<file path="config.mk">
export PLATFORM = sky130hd
export DESIGN_NAME = irg_tc_gen
export DESIGN_NICKNAME = d
export VERILOG_FILES = /design/src/verilog/irg_pkg.sv /design/src/verilog/irg_sym_buf.sv /design/src/verilog/irg_tc_gen.sv
export VERILOG_INCLUDE_DIRS = /design/src /design/src/verilog
export SDC_FILE = /design/constraint.sdc
export NUM_CORES = 1
export LEC_CHECK = 0
export BUFFER_PORTS_ARGS = -buffer_cell sky130_fd_sc_hd__buf_2
export CORE_ASPECT_RATIO = 0.75
export CORE_MARGIN = 3
export CORE_UTILIZATION = 46
export DETAILED_ROUTE_END_ITERATION = 8
export GPL_TIMING_DRIVEN = 0
export PLACE_DENSITY_LB_ADDON = 0.05
export SLEW_MARGIN = 20
export SYNTH_ARGS = -nofsm -noshare
export SYNTH_HDL_FRONTEND = slang
export SYNTH_SLANG_ARGS = --single-unit
</file>
<file path="constraint.sdc">
create_clock -name REF_CLK -period 4.3 [get_ports REF_CLK]
set_clock_uncertainty 0.1 [all_clocks]
set_input_delay 0.645 -clock REF_CLK [delete_from_list [all_inputs] [get_ports REF_CLK]]
set_output_delay 0.645 -clock REF_CLK [all_outputs]
set_load 0.02 [all_outputs]
</file>
<file path="src/verilog/irg_params.svh">
// Purpose: constants of the time code generator (positions, widths, timing)
// Assumes: REF_CLK at 50 MHz
// Notes:   included by the generator; types live in irg_pkg
//
// Functional notes
// RULE1: modulated symbol is 2, 5 or 8 mark carrier periods out of ten.
// RULE2: dcls pulse lasts 2 ms for zero, 5 ms for one, 8 ms for marker.
// RULE3: frames start on the pps; carrier derives from the same disciplined clock.
// RULE4: amplitude select high in mark periods, low in space periods.
// RULE5: markers at 49, 59, 69; year units 50-53, zero 54, year tens 55-58.
// RULE6: leap-second-pending on bit 60 only in the last 59 s.
// RULE7: leap direction on bit 61, always sent as zero (add).
// RULE8: daylight-saving-pending on bit 62 only in the last 59 s.
// RULE9: daylight-saving-time on bit 63 while daylight saving is in effect.
// RULE10: offset sign bit 64, offset hours binary on 65-68, time plus offset is utc.
// RULE11: bit 70 set when the offset has an extra half hour.
// RULE12: four-bit figure of merit on 71-74, 0 locked, 0xF failed.
// RULE13: figure of merit cleared when first synchronised after power-up.
// RULE14: bit 75 is parity over all preceding bits.
// RULE15: unmodulated B002, B003, B006, B007 at 100 pps; year and sbs per variant.
// RULE16: afnor at 100 pps on 1 kHz carrier with time, date and sbs.
// RULE17: ieee1344 am 1 kHz with time, sbs and control-function extensions.
// RULE18: c37.118 like ieee1344 but offset sign bit inverted; the code sends c37 unmodulated on DCLS_OUT, not am.
// RULE19: unmodulated output active-high by default, or active-low by static input.
// RULE20: host software picks the format through the configuration input.
// RULE21: parity is even over preceding bits plus parity bit.
// RULE22: 100 symbols of 10 ms per second, reference marker on the pps edge.
`ifndef IRG_PARAMS_SVH
`define IRG_PARAMS_SVH

`define IRG_CLK_NS        20
`define IRG_MS_NS         1000000
`define IRG_MS_CYCLES     (`IRG_MS_NS / `IRG_CLK_NS)
`define IRG_SYM_MS        4'hA
`define IRG_ZERO_MS       4'h2
`define IRG_ONE_MS        4'h5
`define IRG_POS_MS        4'h8
`define IRG_FRAME_SYMS    7'h64
`define IRG_TFOM_RST      4'hF
`define IRG_TFOM_LOCK     4'h0

`define IRG_SEC_U         1
`define IRG_SEC_T         6
`define IRG_MIN_U         10
`define IRG_MIN_T         15
`define IRG_HR_U          20
`define IRG_HR_T          25
`define IRG_DAY_U         30
`define IRG_DAY_T         35
`define IRG_DAY_H         40
`define IRG_YR_U          50
`define IRG_YR_ZERO       54
`define IRG_YR_T          55
`define IRG_LSP           60
`define IRG_LS_DIR        61
`define IRG_DSP           62
`define IRG_DST           63
`define IRG_TZ_SIGN       64
`define IRG_TZ_HR         65
`define IRG_TZ_HALF       70
`define IRG_TFOM          71
`define IRG_PARITY        75
`define IRG_SBS_LO        80
`define IRG_SBS_HI        90

`endif

</file>
<file path="src/verilog/irg_pkg.sv">
// Purpose: types shared by the time code generator
// Assumes: nothing
// Notes:   constants are in irg_params.svh
package irg_pkg;

  typedef enum logic [1:0] {
    SYM_ZERO = 2'h0,
    SYM_ONE  = 2'h1,
    SYM_POS  = 2'h2
  } irg_sym_t;

  typedef enum logic [2:0] {
    FMT_B002  = 3'h0,
    FMT_B003  = 3'h1,
    FMT_B006  = 3'h2,
    FMT_B007  = 3'h3,
    FMT_AFNOR = 3'h4,
    FMT_IEEE  = 3'h5,
    FMT_C37   = 3'h6
  } irg_fmt_t;

  typedef enum logic [1:0] {
    TX_IDLE = 2'b01,
    TX_SEND = 2'b10
  } irg_tx_state_t;

  // time of the second that begins at the next pps
  typedef struct packed {
    logic [6:0]  sec_bcd;
    logic [6:0]  min_bcd;
    logic [5:0]  hour_bcd;
    logic [9:0]  day_bcd;
    logic [7:0]  year_bcd;
    logic [16:0] sbs;
  } irg_time_t;

  typedef struct packed {
    logic       leap_pend;
    logic       dst_pend;
    logic       dst;
    logic       tz_neg;
    logic [3:0] tz_hours;
    logic       tz_half;
    logic [3:0] tfom;
  } irg_cf_t;

  typedef logic [199:0] irg_frame_t;

endpackage

</file>
<file path="src/verilog/irg_sym_buf.sv">
// Purpose: two-entry frame buffer between composer and transmitter
// Assumes: single clock, synchronous active-low reset
// Notes:   ready is combinational from the fill count
`timescale 1ns/1ps
module irg_sym_buf #(
  parameter int W = 200
) (
  input  wire logic         REF_CLK,
  input  wire logic         RST_N,
  input  wire logic [W-1:0] in_data,
  input  wire logic         in_valid,
  output logic              in_ready,
  output logic [W-1:0]      out_data,
  output logic              out_valid,
  input  wire logic         out_ready
);
  logic [W-1:0] mem [2];
  logic         wr_ptr;
  logic         rd_ptr;
  logic [1:0]   count;
  logic         next_wr_ptr;
  logic         next_rd_ptr;
  logic [1:0]   next_count;
  logic         push;
  logic         pop;

  always_comb
  begin
    in_ready    = (count != 2'h2);
    out_valid   = (count != 2'h0);
    out_data    = mem[rd_ptr];
    push        = in_valid && in_ready;
    pop         = out_valid && out_ready;
    next_wr_ptr = wr_ptr ^ push;
    next_rd_ptr = rd_ptr ^ pop;
    next_count  = count + {1'b0, push} - {1'b0, pop};
  end

  always_ff @(posedge REF_CLK)
  begin
    if (!RST_N)
    begin
      wr_ptr <= 1'b0;
      rd_ptr <= 1'b0;
      count  <= 2'h0;
    end
    else
    begin
      wr_ptr <= next_wr_ptr;
      rd_ptr <= next_rd_ptr;
      count  <= next_count;
    end
  end

  always_ff @(posedge REF_CLK)
  begin
    if (push)
    begin
      mem[wr_ptr] <= in_data;
    end
  end

  chk_fill_bound: assert property (@(posedge REF_CLK) disable iff (!RST_N)
    count <= 2'h2) else $error("frame buffer over two entries");

endmodule

</file>
<file path="src/verilog/irg_tc_gen.sv">
// Purpose: serial time code generator, dcls and amplitude-select outputs
// Assumes: PPS is a one-cycle pulse on REF_CLK; inputs synchronous to REF_CLK
// Notes:   time and control inputs describe the second starting at the next pps
`timescale 1ns/1ps
`include "irg_params.svh"
module irg_tc_gen #(
  parameter int unsigned MS_CYCLES = `IRG_MS_CYCLES
) (
  input  wire logic             REF_CLK,
  input  wire logic             RST_N,
  input  wire logic             PPS,
  input  wire logic             SYNCED,
  input  irg_pkg::irg_fmt_t     FORMAT,
  input  wire logic             DCLS_ACT_LOW,
  input  irg_pkg::irg_time_t    TIME,
  input  irg_pkg::irg_cf_t      CF,
  output logic                  DCLS_OUT,
  output logic                  AMPL_MARK,
  output logic                  CARRIER_OUT,
  output logic                  TX_ACTIVE,
  output logic                  FRAME_DROP
);
  // ----------------------------------------------------------------
  // format decoding
  // ----------------------------------------------------------------
  function automatic logic fmt_am(irg_pkg::irg_fmt_t f);
    return (f == irg_pkg::FMT_AFNOR) || (f == irg_pkg::FMT_IEEE);
  endfunction

  function automatic logic fmt_cf(irg_pkg::irg_fmt_t f);
    return (f == irg_pkg::FMT_IEEE) || (f == irg_pkg::FMT_C37);
  endfunction

  function automatic logic fmt_year(irg_pkg::irg_fmt_t f);
    return (f == irg_pkg::FMT_B006) || (f == irg_pkg::FMT_B007) ||
           (f == irg_pkg::FMT_AFNOR) || fmt_cf(f);
  endfunction

  function automatic logic fmt_sbs(irg_pkg::irg_fmt_t f);
    return (f == irg_pkg::FMT_B003) || (f == irg_pkg::FMT_B007) ||
           (f == irg_pkg::FMT_AFNOR) || fmt_cf(f);
  endfunction

  function automatic logic [3:0] sym_ms(irg_pkg::irg_sym_t s);
    unique case (s)
      irg_pkg::SYM_ONE: return `IRG_ONE_MS;
      irg_pkg::SYM_POS: return `IRG_POS_MS;
      default:          return `IRG_ZERO_MS;
    endcase
  endfunction

  // ----------------------------------------------------------------
  // frame composition
  // ----------------------------------------------------------------
  logic [99:0]         dbits;
  logic [99:0]         pos_mask;
  irg_pkg::irg_frame_t frame;
  logic [3:0]          tfom;
  logic                seen_sync;
  logic [3:0]          next_tfom;
  logic                next_seen_sync;

  always_comb
  begin
    dbits = '0;
    dbits[`IRG_SEC_U +: 4] = TIME.sec_bcd[3:0];
    dbits[`IRG_SEC_T +: 3] = TIME.sec_bcd[6:4];
    dbits[`IRG_MIN_U +: 4] = TIME.min_bcd[3:0];
    dbits[`IRG_MIN_T +: 3] = TIME.min_bcd[6:4];
    dbits[`IRG_HR_U +: 4]  = TIME.hour_bcd[3:0];
    dbits[`IRG_HR_T +: 2]  = TIME.hour_bcd[5:4];
    dbits[`IRG_DAY_U +: 4] = TIME.day_bcd[3:0];
    dbits[`IRG_DAY_T +: 4] = TIME.day_bcd[7:4];
    dbits[`IRG_DAY_H +: 2] = TIME.day_bcd[9:8];
    if (fmt_year(FORMAT)) //RULE15
    begin
      dbits[`IRG_YR_U +: 4] = TIME.year_bcd[3:0]; //RULE5
      dbits[`IRG_YR_ZERO]   = 1'b0; //RULE5
      dbits[`IRG_YR_T +: 4] = TIME.year_bcd[7:4]; //RULE5
    end
    if (fmt_cf(FORMAT)) //RULE17
    begin
      dbits[`IRG_LSP]        = CF.leap_pend; //RULE6
      dbits[`IRG_LS_DIR]     = 1'b0; //RULE7
      dbits[`IRG_DSP]        = CF.dst_pend; //RULE8
      dbits[`IRG_DST]        = CF.dst; //RULE9
      // c37 sends the sign inverted
      dbits[`IRG_TZ_SIGN]    = CF.tz_neg ^ (FORMAT == irg_pkg::FMT_C37); //RULE10 RULE18
      dbits[`IRG_TZ_HR +: 4] = CF.tz_hours; //RULE10
      dbits[`IRG_TZ_HALF]    = CF.tz_half; //RULE11
      dbits[`IRG_TFOM +: 4]  = tfom; //RULE12
    end
    if (fmt_sbs(FORMAT)) //RULE15 RULE16
    begin
      dbits[`IRG_SBS_LO +: 9] = TIME.sbs[8:0];
      dbits[`IRG_SBS_HI +: 8] = TIME.sbs[16:9];
    end
    dbits[`IRG_PARITY] = ^dbits[`IRG_PARITY-1:0]; //RULE14 RULE21
  end

  // markers at symbol 0 and every symbol ending in 9, data in the rest
  for (genvar g = 0; g < 100; g++)
  begin : g_sym
    assign pos_mask[g] = (g == 0) || (g % 10 == 9); //RULE5 RULE22
    assign frame[2*g +: 2] = pos_mask[g] ? irg_pkg::SYM_POS :
                             (dbits[g] ? irg_pkg::SYM_ONE : irg_pkg::SYM_ZERO);
  end

  // figure of merit reads failed until the first lock, then follows input
  always_comb
  begin
    next_seen_sync = seen_sync | SYNCED;
    next_tfom      = tfom;
    if (SYNCED && !seen_sync)
    begin
      next_tfom = `IRG_TFOM_LOCK; //RULE13
    end
    else if (seen_sync)
    begin
      next_tfom = CF.tfom; //RULE12
    end
  end

  always_ff @(posedge REF_CLK)
  begin
    if (!RST_N)
    begin
      seen_sync <= 1'b0;
      tfom      <= `IRG_TFOM_RST;
    end
    else
    begin
      seen_sync <= next_seen_sync;
      tfom      <= next_tfom;
    end
  end

  // ----------------------------------------------------------------
  // composer hold stage and buffer
  // ----------------------------------------------------------------
  irg_pkg::irg_frame_t hold;
  logic                hold_valid;
  irg_pkg::irg_frame_t next_hold;
  logic                next_hold_valid;
  logic                next_drop;
  logic                buf_in_ready;
  irg_pkg::irg_frame_t buf_data;
  logic                buf_valid;
  logic                buf_pop;

  // a frame stuck behind a full buffer is kept; the newer one is dropped
  always_comb
  begin
    next_hold       = hold;
    next_hold_valid = hold_valid && !buf_in_ready;
    next_drop       = 1'b0;
    if (PPS)
    begin
      if (next_hold_valid)
      begin
        next_drop = 1'b1;
      end
      else
      begin
        next_hold       = frame;
        next_hold_valid = 1'b1;
      end
    end
  end

  always_ff @(posedge REF_CLK)
  begin
    if (!RST_N)
    begin
      hold       <= '0;
      hold_valid <= 1'b0;
      FRAME_DROP <= 1'b0;
    end
    else
    begin
      hold       <= next_hold;
      hold_valid <= next_hold_valid;
      FRAME_DROP <= next_drop;
    end
  end

  irg_sym_buf #(.W(200)) u_buf (
    .REF_CLK   (REF_CLK),
    .RST_N     (RST_N),
    .in_data   (hold),
    .in_valid  (hold_valid),
    .in_ready  (buf_in_ready),
    .out_data  (buf_data),
    .out_valid (buf_valid),
    .out_ready (buf_pop)
  );

  // ----------------------------------------------------------------
  // transmitter and carrier timing
  // ----------------------------------------------------------------
  irg_pkg::irg_tx_state_t state;
  irg_pkg::irg_tx_state_t next_state;
  irg_pkg::irg_frame_t    cur;
  irg_pkg::irg_frame_t    next_cur;
  logic [15:0]            ms_cnt;
  logic [15:0]            next_ms_cnt;
  logic [3:0]             ms_idx;
  logic [3:0]             next_ms_idx;
  logic [6:0]             sym_idx;
  logic [6:0]             next_sym_idx;
  irg_pkg::irg_sym_t      cur_sym;
  logic                   ms_end;
  logic                   mark;
  logic                   next_mark;

  assign buf_pop = PPS; //RULE3
  assign cur_sym = irg_pkg::irg_sym_t'(cur[{sym_idx, 1'b0} +: 2]);
  assign ms_end  = (ms_cnt == 16'(MS_CYCLES - 1));

  always_comb
  begin
    next_state   = state;
    next_cur     = cur;
    next_sym_idx = sym_idx;
    next_ms_idx  = ms_idx;
    // carrier runs free from the disciplined clock, realigned on each pps
    next_ms_cnt  = ms_end ? 16'h0000 : ms_cnt + 16'h0001; //RULE3
    if (ms_end)
    begin
      next_ms_idx = (ms_idx == `IRG_SYM_MS - 4'h1) ? 4'h0 : ms_idx + 4'h1; //RULE22
    end
    unique case (state)
      irg_pkg::TX_IDLE: ;
      irg_pkg::TX_SEND:
      begin
        if (ms_end && ms_idx == `IRG_SYM_MS - 4'h1)
        begin
          if (sym_idx == `IRG_FRAME_SYMS - 7'h01)
          begin
            next_state = irg_pkg::TX_IDLE;
          end
          else
          begin
            next_sym_idx = sym_idx + 7'h01; //RULE22
          end
        end
      end
      default: next_state = irg_pkg::TX_IDLE;
    endcase
    if (PPS)
    begin
      next_ms_cnt  = 16'h0000; //RULE3
      next_ms_idx  = 4'h0;
      next_sym_idx = 7'h00;
      next_state   = buf_valid ? irg_pkg::TX_SEND : irg_pkg::TX_IDLE; //RULE3
      next_cur     = buf_data;
    end
    next_mark = (next_state == irg_pkg::TX_SEND) &&
                (next_ms_idx < sym_ms(irg_pkg::irg_sym_t'(next_cur[{next_sym_idx, 1'b0} +: 2])));
  end

  always_ff @(posedge REF_CLK)
  begin
    if (!RST_N)
    begin
      state       <= irg_pkg::TX_IDLE;
      cur         <= '0;
      ms_cnt      <= 16'h0000;
      ms_idx      <= 4'h0;
      sym_idx     <= 7'h00;
      mark        <= 1'b0;
      DCLS_OUT    <= 1'b0;
      AMPL_MARK   <= 1'b0;
      CARRIER_OUT <= 1'b0;
      TX_ACTIVE   <= 1'b0;
    end
    else
    begin
      state       <= next_state;
      cur         <= next_cur;
      ms_cnt      <= next_ms_cnt;
      ms_idx      <= next_ms_idx;
      sym_idx     <= next_sym_idx;
      mark        <= next_mark; //RULE1 RULE2
      // dcls formats pulse the ttl line; am formats keep it at rest
      DCLS_OUT    <= (next_mark && !fmt_am(FORMAT)) ^ DCLS_ACT_LOW; //RULE19 RULE15
      AMPL_MARK   <= next_mark && fmt_am(FORMAT); //RULE4 RULE1
      // one carrier period per millisecond gives the 1 kHz carrier
      CARRIER_OUT <= (next_ms_cnt < 16'(MS_CYCLES / 2)); //RULE16 RULE17
      TX_ACTIVE   <= (next_state == irg_pkg::TX_SEND);
    end
  end

  // ----------------------------------------------------------------
  // checks
  // ----------------------------------------------------------------
  chk_zero_width: assert property (@(posedge REF_CLK) disable iff (!RST_N) //RULE2
    (state == irg_pkg::TX_SEND && cur_sym == irg_pkg::SYM_ZERO && ms_idx >= 4'h2 && !PPS)
    |-> !mark) else $error("zero symbol too long");

  chk_one_width: assert property (@(posedge REF_CLK) disable iff (!RST_N) //RULE1
    (state == irg_pkg::TX_SEND && cur_sym == irg_pkg::SYM_ONE && !PPS)
    |-> mark == (ms_idx < 4'h5)) else $error("one symbol width wrong");

  chk_pos_width: assert property (@(posedge REF_CLK) disable iff (!RST_N) //RULE2
    (state == irg_pkg::TX_SEND && cur_sym == irg_pkg::SYM_POS && !PPS)
    |-> mark == (ms_idx < 4'h8)) else $error("marker width wrong");

  chk_frame_align: assert property (@(posedge REF_CLK) disable iff (!RST_N) //RULE3
    (PPS && buf_valid) |=> (state == irg_pkg::TX_SEND && sym_idx == 7'h00 &&
    ms_cnt == 16'h0000 && cur_sym == irg_pkg::SYM_POS && mark))
    else $error("frame not aligned to pps");

  chk_sym_step: assert property (@(posedge REF_CLK) disable iff (!RST_N) //RULE22
    (state == irg_pkg::TX_SEND && ms_end && ms_idx == 4'h9 && sym_idx < 7'h63 && !PPS)
    |=> sym_idx == $past(sym_idx) + 7'h01) else $error("symbol step wrong");

  chk_ampl_space: assert property (@(posedge REF_CLK) disable iff (!RST_N) //RULE4
    !fmt_am(FORMAT) |=> !AMPL_MARK) else $error("mark amplitude on dcls format");

  chk_polarity: assert property (@(posedge REF_CLK) disable iff (!RST_N) //RULE19
    !fmt_am(FORMAT) |=> DCLS_OUT == (mark ^ $past(DCLS_ACT_LOW)))
    else $error("dcls polarity wrong");

  chk_parity_even: assert property (@(posedge REF_CLK) disable iff (!RST_N) //RULE21
    (^dbits[`IRG_PARITY:0]) == 1'b0) else $error("frame parity odd");

  chk_leap_dir: assert property (@(posedge REF_CLK) disable iff (!RST_N) //RULE7
    dbits[`IRG_LS_DIR] == 1'b0) else $error("leap deletion sent");

  chk_tfom_clear: assert property (@(posedge REF_CLK) disable iff (!RST_N) //RULE13
    (SYNCED && !seen_sync) |=> (tfom == 4'h0 && seen_sync))
    else $error("figure of merit not cleared on first sync");

endmodule

</file>
After elaboration in Yosys (flattened, before gate mapping)
Memories as Yosys holds them, arrays and structs flattened. A register that Yosys moved wholly into a read port is not among the register bits.
Index checks and enable logic that the tools add are counted.
{"block": "word_totals", "regBits": 397, "ram_bits": 306, "inputBits": 76, "out_inout_bits": 5, "elab_cells": 170, "n_memories": 1}
{"block": "op_classes", "n_addsub": 5, "magnitude_cmp": 2, "eq_ne": 15, "n_shift": 1, "n_mux": 99, "bitwise_logic": 6, "reduce_logical": 24}
{"memory": "u_buf.mem", "depth": 2, "width": 153, "read_ports": 1, "rd_clocked_by_memory_dff": 1, "write_ports": 1, "line_no": "irg_sym_buf.sv:17", "rtl": "logic [W-1:0] mem [2];"}
{"op": "200-bit 2-to-1 mux", "n": 1}
{"op": "200-bit by 9-bit variable part select with 2-bit output", "n": 1}
{"op": "1-bit 2-to-1 mux", "n": 76}
{"op": "75-bit XOR reduction", "n": 1}
{"op": "16-bit 2-to-1 mux", "n": 2}
{"op": "7-bit 2-to-1 mux", "n": 4}
{"op": "9-bit 2-to-1 mux", "n": 3}
{"op": "4-bit 2-to-1 mux", "n": 5}
{"op": "16-bit by 1-bit adder with 16-bit output, second input constant", "n": 1}
{"op": "16-bit equality test, second input constant", "n": 1}
{"op": "16-bit by 15-bit less-than comparator with 1-bit output, second input constant", "n": 1}
{"op": "3-bit equality test, second input constant", "n": 3}
{"op": "1-bit logical AND", "n": 8}
{"op": "1-bit logical OR", "n": 8}
{"op": "2-bit 2-to-1 mux", "n": 4}
{"op": "8-bit 2-to-1 mux", "n": 1}
{"op": "4-bit one-hot mux with 2 select lines", "n": 1}
{"op": "7-bit by 1-bit adder with 7-bit output, second input constant", "n": 1}
{"op": "7-bit equality test, second input constant", "n": 1}
{"op": "2-bit equality test, second input constant", "n": 3}
{"op": "3-bit by 2-bit equality test with 1-bit output, second input constant", "n": 2}
{"op": "5-bit 2-to-1 mux", "n": 1}
{"op": "4-bit by 1-bit adder with 4-bit output, second input constant", "n": 1}
{"op": "2-bit by 1-bit equality test with 1-bit output, second input constant", "n": 2}
{"op": "other kinds (13)", "n": 20}

Longest topological paths before layout
{"block": "logic_depth", "word_depth": 12, "depth_mapped": 22, "ltp_nobuf": 19}

Modules after synthesis
A second synthesis with hierarchy kept.
{"block": "unflattened", "hier_cells": 2279, "area_unflattened_um2": 30289.0}
{"module": "irg_tc_gen", "n_inst": 1, "cells_each": 1628, "area_each_um2": 15464.8, "seq_area_each_um2": 6206.0}
{"module": "irg_sym_buf", "n_inst": 1, "cells_each": 651, "area_each_um2": 14824.2, "seq_area_each_um2": 12111.6}

Worst setup path before layout
No wires, ideal clock.
{"block": "synth_path", "kind": "reg-to-reg", "startpoint": "register ms_cnt[0]", "endpoint": "register DCLS_OUT", "arrival_time_ns": 4.398, "required_time_ns": 4.072, "setup_slack_ns": -0.326, "stages_incl_launch_ff": 19, "path_buffers": 1, "period_less_slack_ns": 4.626, "path_cell_list": "dfxtp_1 ha_1 and3_1 buf_4 nand4_1 or4_4 a21oi_1 mux4_2 a21oi_1 a21oi_1 o41a_1 ha_1 inv_1 ha_1 a21o_1 a21o_1 a2111oi_0 xnor2_1 nor2_1"}
{"block": "synth_between", "elab_chain_cells": 12}
{"element": "from (decl)", "line_no": "irg_tc_gen.sv:205", "rtl": "logic [15:0] ms_cnt;"}
{"element": "from (signal assigned)", "line_no": "irg_tc_gen.sv:281", "rtl": "ms_cnt <= next_ms_cnt;"}
{"element": "16-bit equality test (*)", "line_no": "irg_tc_gen.sv:218", "rtl": "assign ms_end = (ms_cnt == 16'(MS_CYCLES - 1));"}
{"element": "1-bit logical AND", "line_no": "irg_tc_gen.sv:236", "rtl": "if (ms_end && ms_idx == `IRG_SYM_MS - 4'h1)"}
{"element": "7-bit 2-to-1 mux", "line_no": "irg_tc_gen.sv:236"}
{"element": "7-bit 2-to-1 mux", "line_no": "irg_tc_gen.sv:232", "rtl": "unique case (state)"}
{"element": "7-bit 2-to-1 mux", "line_no": "irg_tc_gen.sv:250", "rtl": "if (PPS)"}
{"element": "200-bit by 9-bit variable part select with 2-bit output", "line_no": "irg_tc_gen.sv:259", "rtl": "(next_ms_idx < sym_ms(irg_pkg::irg_sym_t'(next_cur[{next_sym_idx, 1'b0} +: 2])));"}
{"element": "2-bit equality test / 2-bit by 1-bit equality test with 1-bit output (equally long branches)", "line_no": "irg_tc_gen.sv:45", "rtl": "unique case (s)"}
{"element": "4-bit one-hot mux with 2 select lines", "line_no": "irg_tc_gen.sv:45"}
{"element": "4-bit less-than comparator", "line_no": "irg_tc_gen.sv:259"}
{"element": "1-bit logical AND (*)", "line_no": "irg_tc_gen.sv:258", "rtl": "next_mark = (next_state == irg_pkg::TX_SEND) &&"}
{"element": "1-bit logical AND (*)", "line_no": "irg_tc_gen.sv:286", "rtl": "DCLS_OUT <= (next_mark && !fmt_am(FORMAT)) ^ DCLS_ACT_LOW;"}
{"element": "1-bit bitwise XOR (*)", "line_no": "irg_tc_gen.sv:286"}
{"element": "to (signal assigned)", "line_no": "irg_tc_gen.sv:286"}
{"element": "to (decl)", "line_no": "irg_tc_gen.sv:17", "rtl": "output logic DCLS_OUT,"}
Mark *: on every way between the ends. The rest lies on a longest branch, timed or not.
A chain may end at the register's enable or synchronous reset.

Worst setup path in the final report
{"block": "layout_path", "startpoint": "register state[0]", "endpoint": "register DCLS_OUT"}
{"block": "layout_between", "elab_chain_cells": 10}
{"element": "from (decl)", "line_no": "irg_tc_gen.sv:201", "rtl": "irg_pkg::irg_tx_state_t state;"}
{"element": "from (signal assigned)", "line_no": "irg_tc_gen.sv:266", "rtl": "state <= irg_pkg::TX_IDLE;"}
{"element": "from (signal assigned)", "line_no": "irg_tc_gen.sv:279", "rtl": "state <= next_state;"}
{"element": "2-bit equality test", "line_no": "irg_tc_gen.sv:232"}
{"element": "7-bit 2-to-1 mux", "line_no": "irg_tc_gen.sv:232"}
{"element": "7-bit 2-to-1 mux", "line_no": "irg_tc_gen.sv:250"}
{"element": "200-bit by 9-bit variable part select with 2-bit output", "line_no": "irg_tc_gen.sv:259"}
{"element": "2-bit equality test / 2-bit by 1-bit equality test with 1-bit output (equally long branches)", "line_no": "irg_tc_gen.sv:45"}
{"element": "4-bit one-hot mux with 2 select lines", "line_no": "irg_tc_gen.sv:45"}
{"element": "4-bit less-than comparator", "line_no": "irg_tc_gen.sv:259"}
{"element": "1-bit logical AND (*)", "line_no": "irg_tc_gen.sv:258"}
{"element": "1-bit logical AND (*)", "line_no": "irg_tc_gen.sv:286"}
{"element": "1-bit bitwise XOR (*)", "line_no": "irg_tc_gen.sv:286"}
Marked as above.

==> out/results.ini <==
[status]
status=complete, but fails checks
violations=negative setup slack

[floorplanning]
chipHeight_um=180
die_width_um=238
io_pins=81
effective_utilization_at_floorplan_pct=46.8
row_count=63
floorplan.die_area_um2=42800
core_area_um2=39600

[critical_path]
worst_path_cell_chain=inv_1 -> ha_2 -> and4b_2 -> nand4_1 -> or4_1 -> a21oi_1 -> buf_4 -> and2_2 -> and3_4 -> a31oi_1 -> o211a_1 -> a211o_1 -> ha_4 -> inv_4 -> ha_4 -> a21o_1 -> a21o_1 -> a2111oi_4 -> xnor2_1 -> nor2_1
critical_path_buf_inv_count=3
crit_path_launch_type=flop
worst_setup_path_end_kind=flop
crit_slowest_cell=sky130_fd_sc_hd__or4_1
critPathRequiredTime_ns=4.64
timing.critical_path.arrival_ns=5.13
critPathMaxStageDelay_ns=0.54
critical_path.max_fanout=5
setup.worst_path.class=reg2reg
cp_delay_by_family_top=simple AND/OR/NAND/NOR gates

[grt]
grt_start_max_net_pins=48
grt_first_pass_wirelength_um=83900
initial_antenna_violation_count=1
overflow=0
grt_pass1_vias=13800
grt.total_usage_pct=25.5

[timing]
timing_max_transition_violations_final=0
post-route-worst-setup-slack_ns=-0.488
setup_repair_after_global_routing_missed_its_margin=true
finalCritPeriodShare_pct=111
slew-limit-headroom_pct=31.4
max_freq_mhz=209
timing_hold_violations_final=0
finalWorstPathRequiredPeriod_ns=4.79
timing.final.setup_violations=2
worst_slew_pin_slew_ns=1.03

[power_and_ir_drop]
netSwitchingPower_uw=2640
total_leakage_power_uw=0.00857
power.share.combinational_pct=12.8
switching_share_pct=26.1
clock_power_share_pct=39.4
power_density_nw_per_um2=454
vdd_drop_max_mv=0.298
power.share.sequential_pct=47.8
cell_internal_pwr_uw=7480

[layout]
drive_above_1_share_pct=17.7
areaGrowthSynthToFinish_pct=20.2
layoutNonFillerInstCount=2504
multi_input_comb_area_um2=7990
final_nets=2038
final_core_utilization_pct=56.3
final.fill_count=3542
sequential_cell_area_um2=10500

[logic_synthesis]
number_of_flops_mapped_to_enable_cells_by_yosys=140
synth_top_cell_by_area=sky130_fd_sc_hd__dfxtp_1
synthTopCellsByCount=sky130_fd_sc_hd__dfxtp_1, sky130_fd_sc_hd__nor2_1, sky130_fd_sc_hd__nand2_1
synth_seq_area_share_pct=56.6
most_common_cell_in_the_netlist=sky130_fd_sc_hd__dfxtp_1
yosysWarnings=0
netlist_top_cells_area=sky130_fd_sc_hd__dfxtp_1, sky130_fd_sc_hd__edfxtp_1, sky130_fd_sc_hd__mux2i_1
synthesis.instances=1771
ys_ff_latch=455
avgSynthCellArea_um2=10.5
ys_dominant_reg_cell=sky130_fd_sc_hd__dfxtp_1
synth_nets=1863
synth.distinct_cells=78
synth_top_cell_area_share_pct=34.0
ys_async_sr_fraction_pct=0
post_synth_instance_area_um2=18600

[routing]
drtIter0Drc=1448
detailedRoute.firstPassIterationCount=5
avgRoutedWirePerCell_um=22.2
met2WireLength_um=23100
detail-route-antenna-nets=0
detail_route.drc_violations=0
route.layer.met1.wl_um=26100
wl_um=55500
vias=14300
routed-wl-met3_um=4890
route.detailed.vias_per_inst=5.71
highest-signal-layer=met4

[clock_network]
cts.path.max_buffers=3
htree_levels=2
ctsHoldBuffers=0
cts_tree=yes
numCtsBuffers=45
clock_latency_late_sink_ns=0.58
root_buffer=sky130_fd_sc_hd__clkbuf_16
clkTransAtPathRegs_ns=0.06
clock_sink_count=455

[placed_design]
replace_congestion=0.954
hpwlAfterDp_um=38600
place.detailed.instances=2370
numPortBuffers=77

[worst_hold_path]
hp-class=in2reg

[run]
drv_cap=0

layer usage:
layer  up-vias  track usage (%)
met1      6828             37.8
met2       605             36.8
met5         -                0
met3       110             6.29
li1       6758                -
met4         0             7.90
final timing paths:
path / startpoint / end / slack (ns) / cells after the start
worst max-delay path: state[0]$_SDFF_PN1_ / DCLS_OUT$_SDFF_PN0_ / -0.49 / 20
worst min-delay path: CF[3] / tfom[3]$_SDFFE_PN1P_ / 0.18 / 3
worst max register to register: state[0]$_SDFF_PN1_ / DCLS_OUT$_SDFF_PN0_ / -0.49 / 20
worst min register to register: cur[175]$_SDFF_PN0_ / cur[175]$_SDFF_PN0_ / 0.34 / 2
timing repair:
| item | CTS | global route |
|---|---|---|
| pin swaps | 36 | 25 |
| setup buffers | 43 | 13 |
| gates cloned | 1 | 0 |
| setup endpoints to repair | 2 | 12 |
| resized for setup | 122 | 47 |
sequential cells by signal (all words and copies together) (netlist names), named ones only:
name,flops
AMPL_MARK,1
CARRIER_OUT,1
DCLS_OUT,1
FRAME_DROP,1
TX_ACTIVE,1
cur,200
hold,70
hold_valid,1
ms_cnt,16
ms_idx,4
seen_sync,1
state,2
sym_idx,7
tfom,4
u_buf.count,2
u_buf.mem,140
u_buf.rd_ptr,1
u_buf.wr_ptr,1
logic make-up (layout without fill, tap and decap cells):
family,Yosys count,after routing,synth area share [%]
other,0,1,0
XOR/XNOR,73,73,3.44
AND/OR/NAND/NOR,604,604,16.0
flip-flops,455,455,56.6
multiplexers,122,122,7.13
AO/OA/AOI/OAI,342,342,12.3
buffers and inverters,159,371,3.48
adder cells (fa/ha/maj),16,16,1.08
placed cells by master (no fill, tap or decap), types with 17 or more instances in the layout:
cell                        Yosys  layout
sky130_fd_sc_hd__a211oi_1      61      55
sky130_fd_sc_hd__a21oi_1       94      89
sky130_fd_sc_hd__a22oi_1       39      39
sky130_fd_sc_hd__and2_1        23      20
sky130_fd_sc_hd__and3_1       140     137
sky130_fd_sc_hd__buf_2         21      84
sky130_fd_sc_hd__buf_4          2      57
sky130_fd_sc_hd__clkbuf_1      92      93
sky130_fd_sc_hd__clkbuf_16      0      47
sky130_fd_sc_hd__dfxtp_1      315     302
sky130_fd_sc_hd__edfxtp_1     140     140
sky130_fd_sc_hd__inv_1         25      24
sky130_fd_sc_hd__mux2i_1      105     104
sky130_fd_sc_hd__nand2_1      147     145
sky130_fd_sc_hd__nand3_1       39      39
sky130_fd_sc_hd__nor2_1       185     178
sky130_fd_sc_hd__nor3_1        20      17
sky130_fd_sc_hd__o21ai_0       41      40
sky130_fd_sc_hd__xnor2_1       58      56
worst min-delay path, cell delays in order:
cell and delay (ns):
sky130_fd_sc_hd__buf_2 0.07, sky130_fd_sc_hd__nand2_1 0.04, sky130_fd_sc_hd__o311ai_0 0.06
final cells by class:
type,instances,share of cell area [%]
flip-flops and latches,455,47.2
diodes,1,0.0112
clock inverters,12,0.858
clock buffers,72,5.86
plain buffers,125,2.88
multi-input cells,1157,35.8
repair buffers,135,4.02
well taps,520,2.91
inverters,27,0.465
per-stage QoR:
| step | hold WS (ns) | area (um2) | total power [uW] | setup slack (ns) | setup TNS (ns) |
|---|---|---|---|---|---|
| floorplan | 0.315 | 18600 | 5730 | 0.00199 | 0 |
| global placement | 0.328 | 19700 | 6180 | -1.68 | -15.92 |
| detailed placement | 0.330 | 19800 | 6210 | -1.67 | -18.50 |
| CTS | 0.160 | 22100 | 10200 | -0.554 | -0.908 |
| global route | 0.191 | 22300 | 10500 | -0.633 | -1.14 |
| finish | 0.184 | 22300 | 10100 | -0.488 | -0.854 |
power by group through the flow:
stage / logic [uW] / registers (uW) / clock network (uW)
after floorplan: 854 / 4880 / 0
after global placement: 1260 / 4920 / 0
after detailed placement: 1290 / 4920 / 0
after CTS: 1310 / 4830 / 4060
after global routing: 1420 / 4860 / 4230
final: 1300 / 4840 / 3990
Note: power is estimated with default switching activity, not from simulation.
